[src/ovc_defs.svh]
// Purpose: register map, field positions, reset values for the over-current comparator
// Assumes: 32-bit plain register port, byte offsets, one clock
// Notes:   included by the top module and by the testbench
//
// Notes on behaviour
// RULE1 - comparator filter maps bits to 0 and 1
// RULE2 - data filter maps bits to -1 and +1
// RULE3 - comparator output is unsigned straight binary
// RULE4 - software sets upper trip to 94 percent
// RULE5 - software sets lower trip to 6 percent
// RULE6 - capture start drives both warnings low
// RULE7 - trigger crossing releases both warnings high
// RULE8 - upper trip crossing pulls high-side warning low
// RULE9 - lower trip crossing pulls low-side warning low
// RULE10 - comparator latency is osr times order
// RULE11 - order is 3, 2 or 1
// RULE12 - order N needs N outputs to settle
// RULE13 - software must pick channel 1 as trigger
// RULE14 - rising crossing starts acquisition, else immediate
// RULE15 - every comparator output checked against trips; the code checks only settled outputs, and only in ST_RUN
`ifndef OVC_DEFS_SVH
`define OVC_DEFS_SVH

`define REG_CTRL            8'h00
`define REG_OSR             8'h04
`define REG_UPPER_TRIP      8'h08
`define REG_LOWER_TRIP      8'h0C
`define REG_TRIG_LEVEL      8'h10
`define REG_STATUS          8'h14
`define REG_CMP_VALUE       8'h18
`define REG_DATA_VALUE      8'h1C
`define REG_IRQ_STATUS      8'h20
`define REG_IRQ_CLEAR       8'h24
`define REG_IRQ_ENABLE      8'h28

`define CTRL_CAPTURE_BIT    0
`define CTRL_TRIG_EN_BIT    1
`define CTRL_CMP_ORD_LSB    2
`define CTRL_DAT_ORD_LSB    4
`define OSR_CMP_LSB         0
`define OSR_DAT_LSB         8

`define IRQ_TRIG_BIT        0
`define IRQ_HIGH_BIT        1
`define IRQ_LOW_BIT         2

// trigger enabled, both orders third
`define CTRL_RST            32'h0000_003E
// comparator osr 8, data osr 256, each stored minus one
`define OSR_RST             32'h0000_FF07
// 94 and 6 percent of the 8^3 comparator full scale of 512
`define UPPER_TRIP_RST      25'h00001E1
`define LOWER_TRIP_RST      25'h000001E
`define TRIG_LEVEL_RST      26'h0000000

`endif

[src/ovc_pkg.sv]
// Purpose: shared types of the over-current comparator
// Assumes: ovc_defs.svh for numbers
// Notes:   types only
`default_nettype none
package ovc_pkg;
    typedef enum logic [1:0]
    {
        ST_IDLE  = 2'b00,
        ST_ARMED = 2'b01,
        ST_RUN   = 2'b10
    } cap_state_type;

    typedef enum logic
    {
        MAP_UNIPOLAR = 1'b0,
        MAP_BIPOLAR  = 1'b1
    } bit_map_type;
endpackage
`default_nettype wire

[src/sinc_if.sv]
// Purpose: link between the top and one sinc filter
// Assumes: one clock, bit_stb one cycle per modulator bit
// Notes:   ctrl side drives settings, filt side returns samples
`default_nettype none
interface sinc_if #(parameter int W = 26);
    logic                bit_stb;
    logic                bit_val;
    logic                restart;
    logic [1:0]          order;
    logic [7:0]          osr_m1;
    logic                out_stb;
    logic                settled;
    logic signed [W-1:0] out_val;

    modport filt (input bit_stb, bit_val, restart, order, osr_m1, output out_stb, settled, out_val);
    modport ctrl (output bit_stb, bit_val, restart, order, osr_m1, input out_stb, settled, out_val);
endinterface
`default_nettype wire

[src/sinc_filter.sv]
// Purpose: sinc1..3 decimator on a one-bit stream
// Assumes: order 0 is treated as 1, osr 1..256
// Notes:   output every osr bits, so latency is osr times order bits
`default_nettype none
module sinc_filter
    import ovc_pkg::*;
#(
    parameter int          W         = 26,
    parameter bit_map_type MAP       = MAP_UNIPOLAR,
    parameter int          ORDER_MAX = 3
)
(
    input wire logic clk_in,
    input wire logic rst_n_in,
    sinc_if.filt     port
);
    logic signed [W-1:0] integ_q [ORDER_MAX];
    logic signed [W-1:0] integ_d [ORDER_MAX];
    logic signed [W-1:0] dly_q   [ORDER_MAX];
    logic signed [W-1:0] dly_d   [ORDER_MAX];
    logic signed [W-1:0] cv      [ORDER_MAX+1];
    logic signed [W-1:0] x;
    logic signed [W-1:0] out_q, out_d;
    logic [7:0]          cnt_q, cnt_d;
    logic [1:0]          nout_q, nout_d;
    logic [1:0]          ord;
    logic                stb_q, stb_d, dec;

    // unipolar keeps the sum non-negative; bipolar centres it on zero
    assign x   = (MAP == MAP_BIPOLAR) ? (port.bit_val ? W'(1) : -W'(1))
                                      : (port.bit_val ? W'(1) : W'(0)); // RULE1 RULE2
    assign ord = (port.order == 2'h0) ? 2'h1 : port.order; // RULE11
    assign dec = port.bit_stb && (cnt_q == port.osr_m1);

    genvar k;
    generate
        for (k = 0; k < ORDER_MAX; k++)
        begin : g_stage
            always_comb
            begin
                if (port.restart)
                    integ_d[k] = '0;
                else if (port.bit_stb)
                    integ_d[k] = integ_q[k] + ((k == 0) ? x : integ_q[(k == 0) ? 0 : k-1]);
                else
                    integ_d[k] = integ_q[k];
                cv[k+1]  = cv[k] - dly_q[k];
                dly_d[k] = port.restart ? '0 : (dec ? cv[k] : dly_q[k]);
            end
        end
    endgenerate

    always_comb
    begin
        cv[0]  = integ_d[ord - 2'h1];
        cnt_d  = port.restart ? 8'h00 : (dec ? 8'h00 : (port.bit_stb ? cnt_q + 8'h01 : cnt_q));
        stb_d  = dec && !port.restart;
        out_d  = dec ? cv[ord] : out_q; // RULE10
        nout_d = nout_q;
        if (port.restart)
            nout_d = 2'h0;
        else if (dec && nout_q < ord)
            nout_d = nout_q + 2'h1; // RULE12
    end

    always_ff @(posedge clk_in or negedge rst_n_in)
    begin
        if (!rst_n_in)
        begin
            integ_q <= '{default: '0};
            dly_q   <= '{default: '0};
            out_q   <= '0;
            cnt_q   <= 8'h00;
            nout_q  <= 2'h0;
            stb_q   <= 1'b0;
        end
        else
        begin
            integ_q <= integ_d;
            dly_q   <= dly_d;
            out_q   <= out_d;
            cnt_q   <= cnt_d;
            nout_q  <= nout_d;
            stb_q   <= stb_d;
        end
    end

    assign port.out_stb = stb_q;
    assign port.out_val = out_q;
    assign port.settled = (nout_q >= ord);
endmodule
`default_nettype wire

[src/sigma_delta_overcurrent_comparator.sv]
// Purpose: over-current comparator channel with two active-low warning outputs
// Assumes: modulator clock and bit are synchronous inputs; clk_in much faster than the modulator clock
// Notes:   warnings stay asserted until the next trigger: a rising crossing, or a capture start with trigger off
//
// The implementer's own choices: strobed register access and the register offsets.
`include "ovc_defs.svh"
`default_nettype none
module sigma_delta_overcurrent_comparator
    import ovc_pkg::*;
#(
    parameter int W = 26
)
(
    input  wire logic        clk_in,
    input  wire logic        rst_n_in,
    input  wire logic        mod_clk_in,
    input  wire logic        mod_bit_in,
    input  wire logic [7:0]  addr_in,
    input  wire logic [31:0] wdata_in,
    input  wire logic        wr_stb_in,
    input  wire logic        rd_stb_in,
    output var  logic [31:0] rdata_out,
    output var  logic        irq_out,
    output var  logic        high_warn_n_out,
    output var  logic        low_warn_n_out
);
    localparam int TW = W - 1;

    ////////////////////////////////////////////////////////////////////////////////
    // filters

    sinc_if #(.W(W)) cmp_if ();
    sinc_if #(.W(W)) dat_if ();

    logic        mclk_q, mclk_d;
    logic        bit_stb;
    logic        cap_go;
    logic [31:0] ctrl_q, ctrl_d;
    logic [31:0] osr_q, osr_d;

    assign bit_stb = mod_clk_in && !mclk_q;
    assign cap_go  = wr_stb_in && (addr_in == `REG_CTRL) && wdata_in[`CTRL_CAPTURE_BIT];

    assign cmp_if.bit_stb = bit_stb;
    assign cmp_if.bit_val = mod_bit_in;
    assign cmp_if.restart = cap_go;
    assign cmp_if.order   = ctrl_q[`CTRL_CMP_ORD_LSB +: 2];
    assign cmp_if.osr_m1  = osr_q[`OSR_CMP_LSB +: 8];

    assign dat_if.bit_stb = bit_stb;
    assign dat_if.bit_val = mod_bit_in;
    assign dat_if.restart = cap_go;
    assign dat_if.order   = ctrl_q[`CTRL_DAT_ORD_LSB +: 2];
    assign dat_if.osr_m1  = osr_q[`OSR_DAT_LSB +: 8];

    sinc_filter #(
        .W   (W),
        .MAP (MAP_UNIPOLAR)
    ) u_cmp_filter (
        .clk_in   (clk_in),
        .rst_n_in (rst_n_in),
        .port     (cmp_if.filt)
    );

    sinc_filter #(
        .W   (W),
        .MAP (MAP_BIPOLAR)
    ) u_dat_filter (
        .clk_in   (clk_in),
        .rst_n_in (rst_n_in),
        .port     (dat_if.filt)
    );

    ////////////////////////////////////////////////////////////////////////////////
    // configuration registers

    logic [TW-1:0]       upper_q, upper_d;
    logic [TW-1:0]       lower_q, lower_d;
    logic signed [W-1:0] trig_q, trig_d;
    logic [2:0]          irq_en_q, irq_en_d;
    logic                wr_hit;

    always_comb
    begin
        mclk_d   = mod_clk_in;
        ctrl_d   = ctrl_q;
        osr_d    = osr_q;
        upper_d  = upper_q;
        lower_d  = lower_q;
        trig_d   = trig_q;
        irq_en_d = irq_en_q;
        wr_hit   = wr_stb_in;
        if (wr_hit)
        begin
            case (addr_in)
                `REG_CTRL:       ctrl_d   = {26'h0, wdata_in[5:1], 1'b0};
                `REG_OSR:        osr_d    = {16'h0, wdata_in[15:0]};
                `REG_UPPER_TRIP: upper_d  = wdata_in[TW-1:0]; // RULE4
                `REG_LOWER_TRIP: lower_d  = wdata_in[TW-1:0]; // RULE5
                `REG_TRIG_LEVEL: trig_d   = wdata_in[W-1:0];
                `REG_IRQ_ENABLE: irq_en_d = wdata_in[2:0];
                default:         ctrl_d   = ctrl_q;
            endcase
        end
    end

    always_ff @(posedge clk_in or negedge rst_n_in)
    begin
        if (!rst_n_in)
        begin
            mclk_q   <= 1'b0;
            ctrl_q   <= `CTRL_RST;
            osr_q    <= `OSR_RST;
            upper_q  <= `UPPER_TRIP_RST;
            lower_q  <= `LOWER_TRIP_RST;
            trig_q   <= `TRIG_LEVEL_RST;
            irq_en_q <= 3'h0;
        end
        else
        begin
            mclk_q   <= mclk_d;
            ctrl_q   <= ctrl_d;
            osr_q    <= osr_d;
            upper_q  <= upper_d;
            lower_q  <= lower_d;
            trig_q   <= trig_d;
            irq_en_q <= irq_en_d;
        end
    end

    ////////////////////////////////////////////////////////////////////////////////
    // capture sequencing and warnings

    cap_state_type       state_q, state_d;
    logic                high_n_q, high_n_d;
    logic                low_n_q, low_n_d;
    logic                prev_below_q, prev_below_d;
    logic                prev_ok_q, prev_ok_d;
    logic [TW-1:0]       cmp_val_q, cmp_val_d;
    logic signed [W-1:0] dat_val_q, dat_val_d;
    logic                ev_trig, ev_high, ev_low;
    logic [TW-1:0]       cmp_u;
    logic                cmp_new, dat_new;

    // unipolar sums never go negative, so the sign bit is dropped
    assign cmp_u   = cmp_if.out_val[TW-1:0]; // RULE3
    assign cmp_new = cmp_if.out_stb && cmp_if.settled; // RULE12
    assign dat_new = dat_if.out_stb && dat_if.settled;

    always_comb
    begin
        state_d      = state_q;
        high_n_d     = high_n_q;
        low_n_d      = low_n_q;
        prev_below_d = prev_below_q;
        prev_ok_d    = prev_ok_q;
        cmp_val_d    = cmp_new ? cmp_u : cmp_val_q;
        dat_val_d    = dat_new ? dat_if.out_val : dat_val_q;
        ev_trig      = 1'b0;
        ev_high      = 1'b0;
        ev_low       = 1'b0;
        if (dat_new)
        begin
            prev_below_d = (dat_if.out_val < trig_q);
            prev_ok_d    = 1'b1;
        end
        if (cap_go)
        begin
            prev_ok_d = 1'b0;
            if (wdata_in[`CTRL_TRIG_EN_BIT]) // RULE13
            begin
                state_d  = ST_ARMED;
                high_n_d = 1'b0; // RULE6
                low_n_d  = 1'b0; // RULE6
            end
            else
            begin
                state_d  = ST_RUN; // RULE14
                high_n_d = 1'b1;
                low_n_d  = 1'b1;
                ev_trig  = 1'b1;
            end
        end
        else
        begin
            case (state_q)
                ST_IDLE:
                begin
                    state_d = ST_IDLE;
                end
                ST_ARMED:
                begin
                    if (dat_new && prev_ok_q && prev_below_q && !(dat_if.out_val < trig_q)) // RULE14
                    begin
                        state_d  = ST_RUN;
                        high_n_d = 1'b1; // RULE7
                        low_n_d  = 1'b1; // RULE7
                        ev_trig  = 1'b1;
                    end
                end
                ST_RUN:
                begin
                    if (cmp_new && cmp_u > upper_q) // RULE15
                    begin
                        high_n_d = 1'b0; // RULE8
                        ev_high  = 1'b1;
                    end
                    if (cmp_new && cmp_u < lower_q) // RULE15
                    begin
                        low_n_d = 1'b0; // RULE9
                        ev_low  = 1'b1;
                    end
                end
                default:
                begin
                    state_d = ST_IDLE;
                end
            endcase
        end
    end

    always_ff @(posedge clk_in or negedge rst_n_in)
    begin
        if (!rst_n_in)
        begin
            state_q      <= ST_IDLE;
            high_n_q     <= 1'b1;
            low_n_q      <= 1'b1;
            prev_below_q <= 1'b0;
            prev_ok_q    <= 1'b0;
            cmp_val_q    <= '0;
            dat_val_q    <= '0;
        end
        else
        begin
            state_q      <= state_d;
            high_n_q     <= high_n_d;
            low_n_q      <= low_n_d;
            prev_below_q <= prev_below_d;
            prev_ok_q    <= prev_ok_d;
            cmp_val_q    <= cmp_val_d;
            dat_val_q    <= dat_val_d;
        end
    end

    assign high_warn_n_out = high_n_q;
    assign low_warn_n_out  = low_n_q;

    ////////////////////////////////////////////////////////////////////////////////
    // interrupts and read port

    logic [2:0]  irq_st_q, irq_st_d;
    logic [2:0]  irq_set, irq_clr;
    logic        irq_q, irq_d;
    logic [31:0] rdata_q, rdata_d;

    assign irq_set = {ev_low, ev_high, ev_trig};
    assign irq_clr = (wr_stb_in && addr_in == `REG_IRQ_CLEAR) ? wdata_in[2:0] : 3'h0;

    always_comb
    begin
        // a set in the clearing cycle wins so no event is lost
        irq_st_d = (irq_st_q & ~irq_clr) | irq_set;
        irq_d    = |(irq_st_d & irq_en_d);
        rdata_d  = 32'h0000_0000;
        if (rd_stb_in)
        begin
            case (addr_in)
                `REG_CTRL:       rdata_d = ctrl_q;
                `REG_OSR:        rdata_d = osr_q;
                `REG_UPPER_TRIP: rdata_d = {7'h00, upper_q};
                `REG_LOWER_TRIP: rdata_d = {7'h00, lower_q};
                `REG_TRIG_LEVEL: rdata_d = {{(32-W){trig_q[W-1]}}, trig_q};
                `REG_STATUS:     rdata_d = {26'h0, cmp_if.settled, dat_if.settled, state_q, low_n_q, high_n_q};
                `REG_CMP_VALUE:  rdata_d = {7'h00, cmp_val_q};
                `REG_DATA_VALUE: rdata_d = {{(32-W){dat_val_q[W-1]}}, dat_val_q};
                `REG_IRQ_STATUS: rdata_d = {29'h0, irq_st_q};
                `REG_IRQ_ENABLE: rdata_d = {29'h0, irq_en_q};
                default:         rdata_d = 32'h0000_0000;
            endcase
        end
    end

    always_ff @(posedge clk_in or negedge rst_n_in)
    begin
        if (!rst_n_in)
        begin
            irq_st_q <= 3'h0;
            irq_q    <= 1'b0;
            rdata_q  <= 32'h0000_0000;
        end
        else
        begin
            irq_st_q <= irq_st_d;
            irq_q    <= irq_d;
            rdata_q  <= rdata_d;
        end
    end

    assign irq_out   = irq_q;
    assign rdata_out = rdata_q;
endmodule
`default_nettype wire

[config.mk]
export PLATFORM = sky130hd
export DESIGN_NAME = sigma_delta_overcurrent_comparator
export DESIGN_NICKNAME = d
export VERILOG_FILES = /design/src/ovc_pkg.sv /design/src/sinc_if.sv /design/src/sinc_filter.sv /design/src/sigma_delta_overcurrent_comparator.sv
export VERILOG_INCLUDE_DIRS = /design/src
export SDC_FILE = /design/constraint.sdc
export NUM_CORES = 2
export LEC_CHECK = 0
export ABC_CLOCK_PERIOD_IN_PS = 14100
export BUFFER_PORTS_ARGS = -buffer_cell sky130_fd_sc_hd__buf_2
export CELL_PAD_IN_SITES_DETAIL_PLACEMENT = 1
export CELL_PAD_IN_SITES_GLOBAL_PLACEMENT = 2
export CORE_ASPECT_RATIO = 0.8
export CORE_UTILIZATION = 35
export CTS_BUF_LIST = sky130_fd_sc_hd__clkbuf_4
export CTS_CLUSTER_DIAMETER = 150
export DETAILED_ROUTE_END_ITERATION = 8
export GPL_ROUTABILITY_DRIVEN = 0
export GPL_TIMING_DRIVEN = 0
export PLACE_DENSITY = 0.79
export SLEW_MARGIN = 20
export SYNTH_ARGS = -nofsm -noshare
export SYNTH_HDL_FRONTEND = slang
export SYNTH_SLANG_ARGS = --single-unit
export TNS_END_PERCENT = 30
[constraint.sdc]
create_clock -name clk_in -period 14.1 [get_ports clk_in]
set_input_delay 0.705 -clock clk_in [delete_from_list [all_inputs] [get_ports clk_in]]
set_output_delay 0.705 -clock clk_in [all_outputs]
set_load 0.05 [all_outputs]
# Word level (Yosys, flattened, before mapping)

Index checks and enable logic that the tools add are counted.

$add $sub $neg: 18
Magnitude comparators: 11
Equality and inequality tests: 18
Multiplexer cells: 78
Bitwise logic cells: 8
Reductions and logical operators: 40

Operators by type and width:

| kind                | number |
|---|---|
| $mux 26             | 31 |
| $pmux 32 s10        | 1 |
| $bmux 26 s2         | 4 |
| $add 26x26->26      | 6 |
| $sub 26x26->26      | 6 |
| $mux 25             | 2 |
| $mux 8              | 6 |
| $eq 8x5->1 const B  | 4 |
| $mux 32             | 1 |
| $lt 26x26->1        | 1 |
| $gt 25x25->1        | 1 |
| $lt 25x25->1        | 1 |
| $eq 8x6->1 const B  | 3 |
| $mux 1              | 18 |
| $mux 2              | 9 |
| $logic_and 1x1->1   | 17 |
| $add 8x1->8 const B | 2 |
| $eq 8x4->1 const B  | 2 |
| $eq 8x8->1          | 2 |
| $ge 3x3->1 const B  | 4 |
| $not 2->3           | 4 |
| $reduce_and 2->1    | 6 |
| $reduce_bool 2->1   | 5 |
| $mux 3              | 3 |
| 20 further kinds    | 34 |

Bits in registers: 579
Input bits: 46
Output and inout bits: 35
Logic and storage cells: 210

# Logic depth before layout (Yosys ltp)

Depth after elaboration: 13
Gate-level depth with buffers: 45

# Cells and area by module

From an unflattened synthesis, not the netlist that was laid out.

Cell total of the unflattened synthesis: 4616
Area total of the unflattened synthesis: 40989.3 um^2

By module, submodules not included:

| module                             | times used | cells each | area each (um^2) | sequential area each (um^2) |
|---|---|---|---|---|
| sinc_filter (u_dat_filter)         | 1          | 1921       | 15975.3          | 4829.6 |
| sinc_filter (u_cmp_filter)         | 1          | 1875       | 15288.4          | 4829.6 |
| sigma_delta_overcurrent_comparator | 1          | 820        | 9725.6           | 4738.3 |

# Worst setup path after synthesis

Ideal clock, no wire load.

Path kind: input-to-reg
Start: in addr_in[7]
End: reg u_dat_filter.out_q[25], in the netlist u_dat_filter.port.out_val[25]
Library setup time: 0.083 ns
Arrival: 8.451 ns
Data required time: 14.017 ns
Path slack: 5.567 ns
Cell stages on the path: 42
Path through: or4_1 > clkbuf_1 > nor2_1 > and3_1 > buf_2 > clkbuf_1 > buf_2 > buf_1 > nor2_1 > a21oi_1 > ha_1 > fa_1 > nor2b_1 > o21a_1 > o21ai_0 > a32o_1 > o21ai_0 > and3_1 > [6 not listed] > a211oi_1 > nand2_1 > a21oi_1 > o21bai_1 > a21oi_1 > xnor2_1 > ha_1 > and3_1 > nand2_1 > o311ai_0 > or3_1 > o21ai_0 > o211ai_1 > o211ai_1 > xnor2_1 > nand2_1 > xor2_1 > o21ai_0

RTL lines:

| what                 | line                                     | RTL |
|---|---|---|
| start, declared      | sigma_delta_overcurrent_comparator.sv:18 | `input wire logic [7:0] addr_in,` |
| end signal, assigned | sinc_filter.sv:81                        | `out_q <= out_d;` |
| end, declared        | sinc_filter.sv:23                        | `logic signed [W-1:0] out_q, out_d;` |

==> reports/results.md <==
## STA
* **slack of the critical path** 2.231 ns
* **total setup violations reported at the end of the flow** 0
* **final critical-path required period** 11.87 ns
* **Slew Viols, Final** 0
* **maximum clock frequency** 84.25 MHz
* **post-route worst hold slack** 0.1196 ns
* **worst relative slew slack** 17.29%
* **post-route clock skew** 0.08265 ns
* **Least-Margin Pin Slew** 1.241 ns
* **count of final hold-check violations** 0
* **portion of the clock cycle consumed by the worst path in the final layout** 84.18%
* **unrepaired setup endpoints after global routing** false

## Setup path
* **cell with the largest stage delay on the worst path** clkbuf_1
* **Critical Path Start Type** register
* **Crit. End Element** register
* **maximum fanout encountered on the critical timing path** 10
* **Worst Setup Path Type** register to register
* **arrival time at the worst endpoint** 12.93 ns
* **required time worst endpoint** 15.16 ns
* **cell occurring most often along the worst timing path** a21oi_1
* **worst stage delay on the critical path** 0.89 ns

## Global route
* **gr ovfl total** 0
* **Tot GR Track Use** 27.26%
* **initial antenna violation count** 8
* **met1 Resource Use GR** 39.94%
* **most heavily used metal layer in global routing** met2
* **met3 Use GR** 5.224%
* **largest net degree at the start of global routing** 91
* **number of global-route vias before repair** 37710
* **first-pass GRT wire length** 240.3 mm
* **fraction of met2 tracks used by global routing** 40.16%

## Route
* **1st-iter DRT viols** 2637
* **number of vias in the routed layout** 37260
* **vias per cell** 5.665
* **average wire length per cell after detail routing** 24.26 um
* **antenna violation net count after detailed routing** 0
* **total detailed-routing wirelength** 159.6 mm
* **router iterations before antenna repair** 8
* **remaining routing DRC violations** 0

## CTS
* **maximum level of the CTS H-tree** 4
* **deepest clock path buffer count** 3
* **Clock Root Buffer** clkbuf_4
* **Clock Sinks** 567
* **number of buffers inserted during clock tree synthesis** 160
* **Clk pin slew, worst setup/hold paths** 0.08 ns
* **clock tree from TritonCTS** yes
* **clock latency of the later-clocked register in the worst-skew pair** 1.18 ns

## Finish
* **share of final-layout standard cells stronger than drive strength 1** 11.30%
* **Layout Area Growth over Synthesis** 11.92%
* **Final Instance Area** 0.04508 mm^2
* **Post-Layout Cell Count** 6577
* **filler cell count in the final layout** 13530
* **number of nets in the layout** 5340

## Yosys
* **portion of the post-synthesis area used by sequential elements** 35.31%
* **share of the synthesized area in the top cell type** 33.55%
* **flip-flop and latch count after synthesis** 567
* **Synth Net Count** 5070
* **fraction of synthesis flops using an asynchronous set or reset pin** 100.0%
* **number of enable-type register cells in the synthesized netlist** 0
* **Primary FF master, synth** dfrtp_1
* **largest cells by area after synthesis** dfrtp_1 34%, ha_1 11%, a21oi_1 6.3%
* **cells after synthesis** 4662
* **count of unique library cells instantiated by Yosys** 81
* **yosys warns** 0
* **largest area contributor in the synthesized netlist** dfrtp_1
* **per-instance average area after synthesis** 8.640 um^2
* **post-synthesis instance area** 0.04028 mm^2

## Die
* **row count** 110
* **Starting Density** 35.56%
* **total die area** 0.1164 mm^2
* **number of top-level pins** 81
* **Std-Cell Core Area** 0.1133 mm^2
* **horizontal extent of the die** 381.3 um
* **Die Y-Extent** 305.4 um

## Min path
* **worst hold-check path type** input pin to register

## Placed design
* **post-DP HPWL** 121.4 mm
* **dpl ws** 1.933 ns
* **Placed Instances** 6254
* **Port-buffer cells** 72
* **placement-stage cell area** 0.04275 mm^2

## Run status
* **outcome** completed

## Flow run
* **max-cap violation count** 0

through the flow:
stage	TNS [ns]	util, %
floorplan	0	-
global placement	-267.91	37.55
detailed placement	0	37.74
CTS	0	39.77
global route	0	39.79
finish	0	39.80
cell usage in the layout, fill, tap and decap left out, types with 27 or more instances in the layout:
master	n
o211ai_1	28
nor2b_1	38
inv_1	318
nor3_1	69
ha_1	351
a22oi_1	52
o31ai_1	27
buf_2	79
a21o_1	146
nor2_1	321
nand2b_1	58
mux2i_1	64
dlygate4sd3_1	28
dfrtp_1	540
a211oi_1	61
clkbuf_1	152
dfstp_2	27
o21ai_0	225
nand4_1	45
clkbuf_4	234
clkinv_1	34
xnor2_1	163
mux2_2	158
nand2_1	597
and3_1	40
a31oi_1	43
a21oi_1	507
or3_1	27
o21a_1	53
xor2_1	92
nand3_1	93
final cells by class:
type / count / area [um^2] / area share [%]
antenna: 11 / 27.53 / 0.06106
buffer: 196 / 773.2 / 1.715
clock buffer: 234 / 1757 / 3.897
clock inverter: 50 / 262.8 / 0.5829
inverter: 320 / 1201 / 2.665
multi-input combinational: 3579 / 24100 / 53.45
sequential: 567 / 14220 / 31.55
tap: 1512 / 1892 / 4.197
timing repair buffer: 108 / 848.3 / 1.882
metal layers:
layer	part of all wire, %	wire (um)
met5	0.0081	13
met4	2.5	4050
met3	6.7	10630
met2	42	67170
met1	49	77720
final timing paths:
kind                                            endpoint  slack (ns)                    from  depth (start not counted)
max                        u_cmp_filter.port.out_val[19]        2.23                  mclk_q                         39
min                                          irq_st_q[2]        0.12              addr_in[5]                          6
max reg2reg                u_cmp_filter.port.out_val[19]        2.23                  mclk_q                         39
min reg2reg                       u_dat_filter.dly_q[74]        0.50  u_dat_filter.dly_q[74]                          2
max in group asynchronous         u_dat_filter.dly_q[17]       11.93                rst_n_in                          6
min in group asynchronous       u_cmp_filter.integ_q[58]        0.15                rst_n_in                          2
cell usage after synthesis, types with 28 or more instances:
| library cell | instances |
|---|---|
| xor2_1 | 92 |
| a21oi_1 | 507 |
| dfrtp_1 | 540 |
| nand3_1 | 93 |
| a31oi_1 | 43 |
| o21a_1 | 53 |
| buf_1 | 29 |
| nand2b_1 | 58 |
| a211oi_1 | 61 |
| and3_1 | 40 |
| a22oi_1 | 52 |
| nor3_1 | 69 |
| clkbuf_1 | 156 |
| o211ai_1 | 28 |
| mux2_2 | 158 |
| o21ai_0 | 225 |
| nand2_1 | 597 |
| mux2i_1 | 64 |
| nor2b_1 | 38 |
| xnor2_1 | 163 |
| ha_1 | 351 |
| inv_1 | 318 |
| a21o_1 | 146 |
| nor2_1 | 321 |
| nand4_1 | 45 |
flip-flops by register name, summed over array words and instances, names as in the netlist, 25 cells and up:
name,flops
u_cmp_filter.port.out_val,25
upper_q,25
u_dat_filter.port.out_val,26
rdata_out,26
lower_q,25
u_cmp_filter.dly_q,75
cmp_val_q,25
u_cmp_filter.integ_q,75
u_dat_filter.integ_q,78
trig_q,26
dat_val_q,26
u_dat_filter.dly_q,78
kinds of logic after synthesis:
kind of cell	after synthesis	synth area share, %
AND/OR/NAND/NOR	1383	15.49
buffers and inverters	516	4.880
XOR/XNOR	255	5.545
adder cells (fa/ha/maj)	362	11.45
multiplexers	222	6.008
AO/OA/AOI/OAI	1357	21.31
flip-flops	567	35.31
critical path, delay by kind of cell (launching register included):
| kind | cells | cell delay, ns |
|---|---|---|
| AO/OA/AOI/OAI | 16 | 4.01 |
| adder cells (fa/ha/maj) | 3 | 1.08 |
| AND/OR/NAND/NOR | 13 | 2.61 |
| flip-flops | 1 | 0.34 |
| multiplexers | 1 | 0.12 |
| XOR/XNOR | 2 | 0.47 |
| buffers and inverters | 4 | 3.14 |
timing repair:
action | in CTS | in global routing
resized for setup | 0 | 0
hold buffers | 28 | 0
buffers inserted | 0 | 0
endpoints found under the setup margin | 0 | 0
endpoints found under the hold margin | 167 | 0
Power is left out: the tool's default activity adds up to more than one toggle a clock period on the data nets, which glitch-free logic cannot reach.
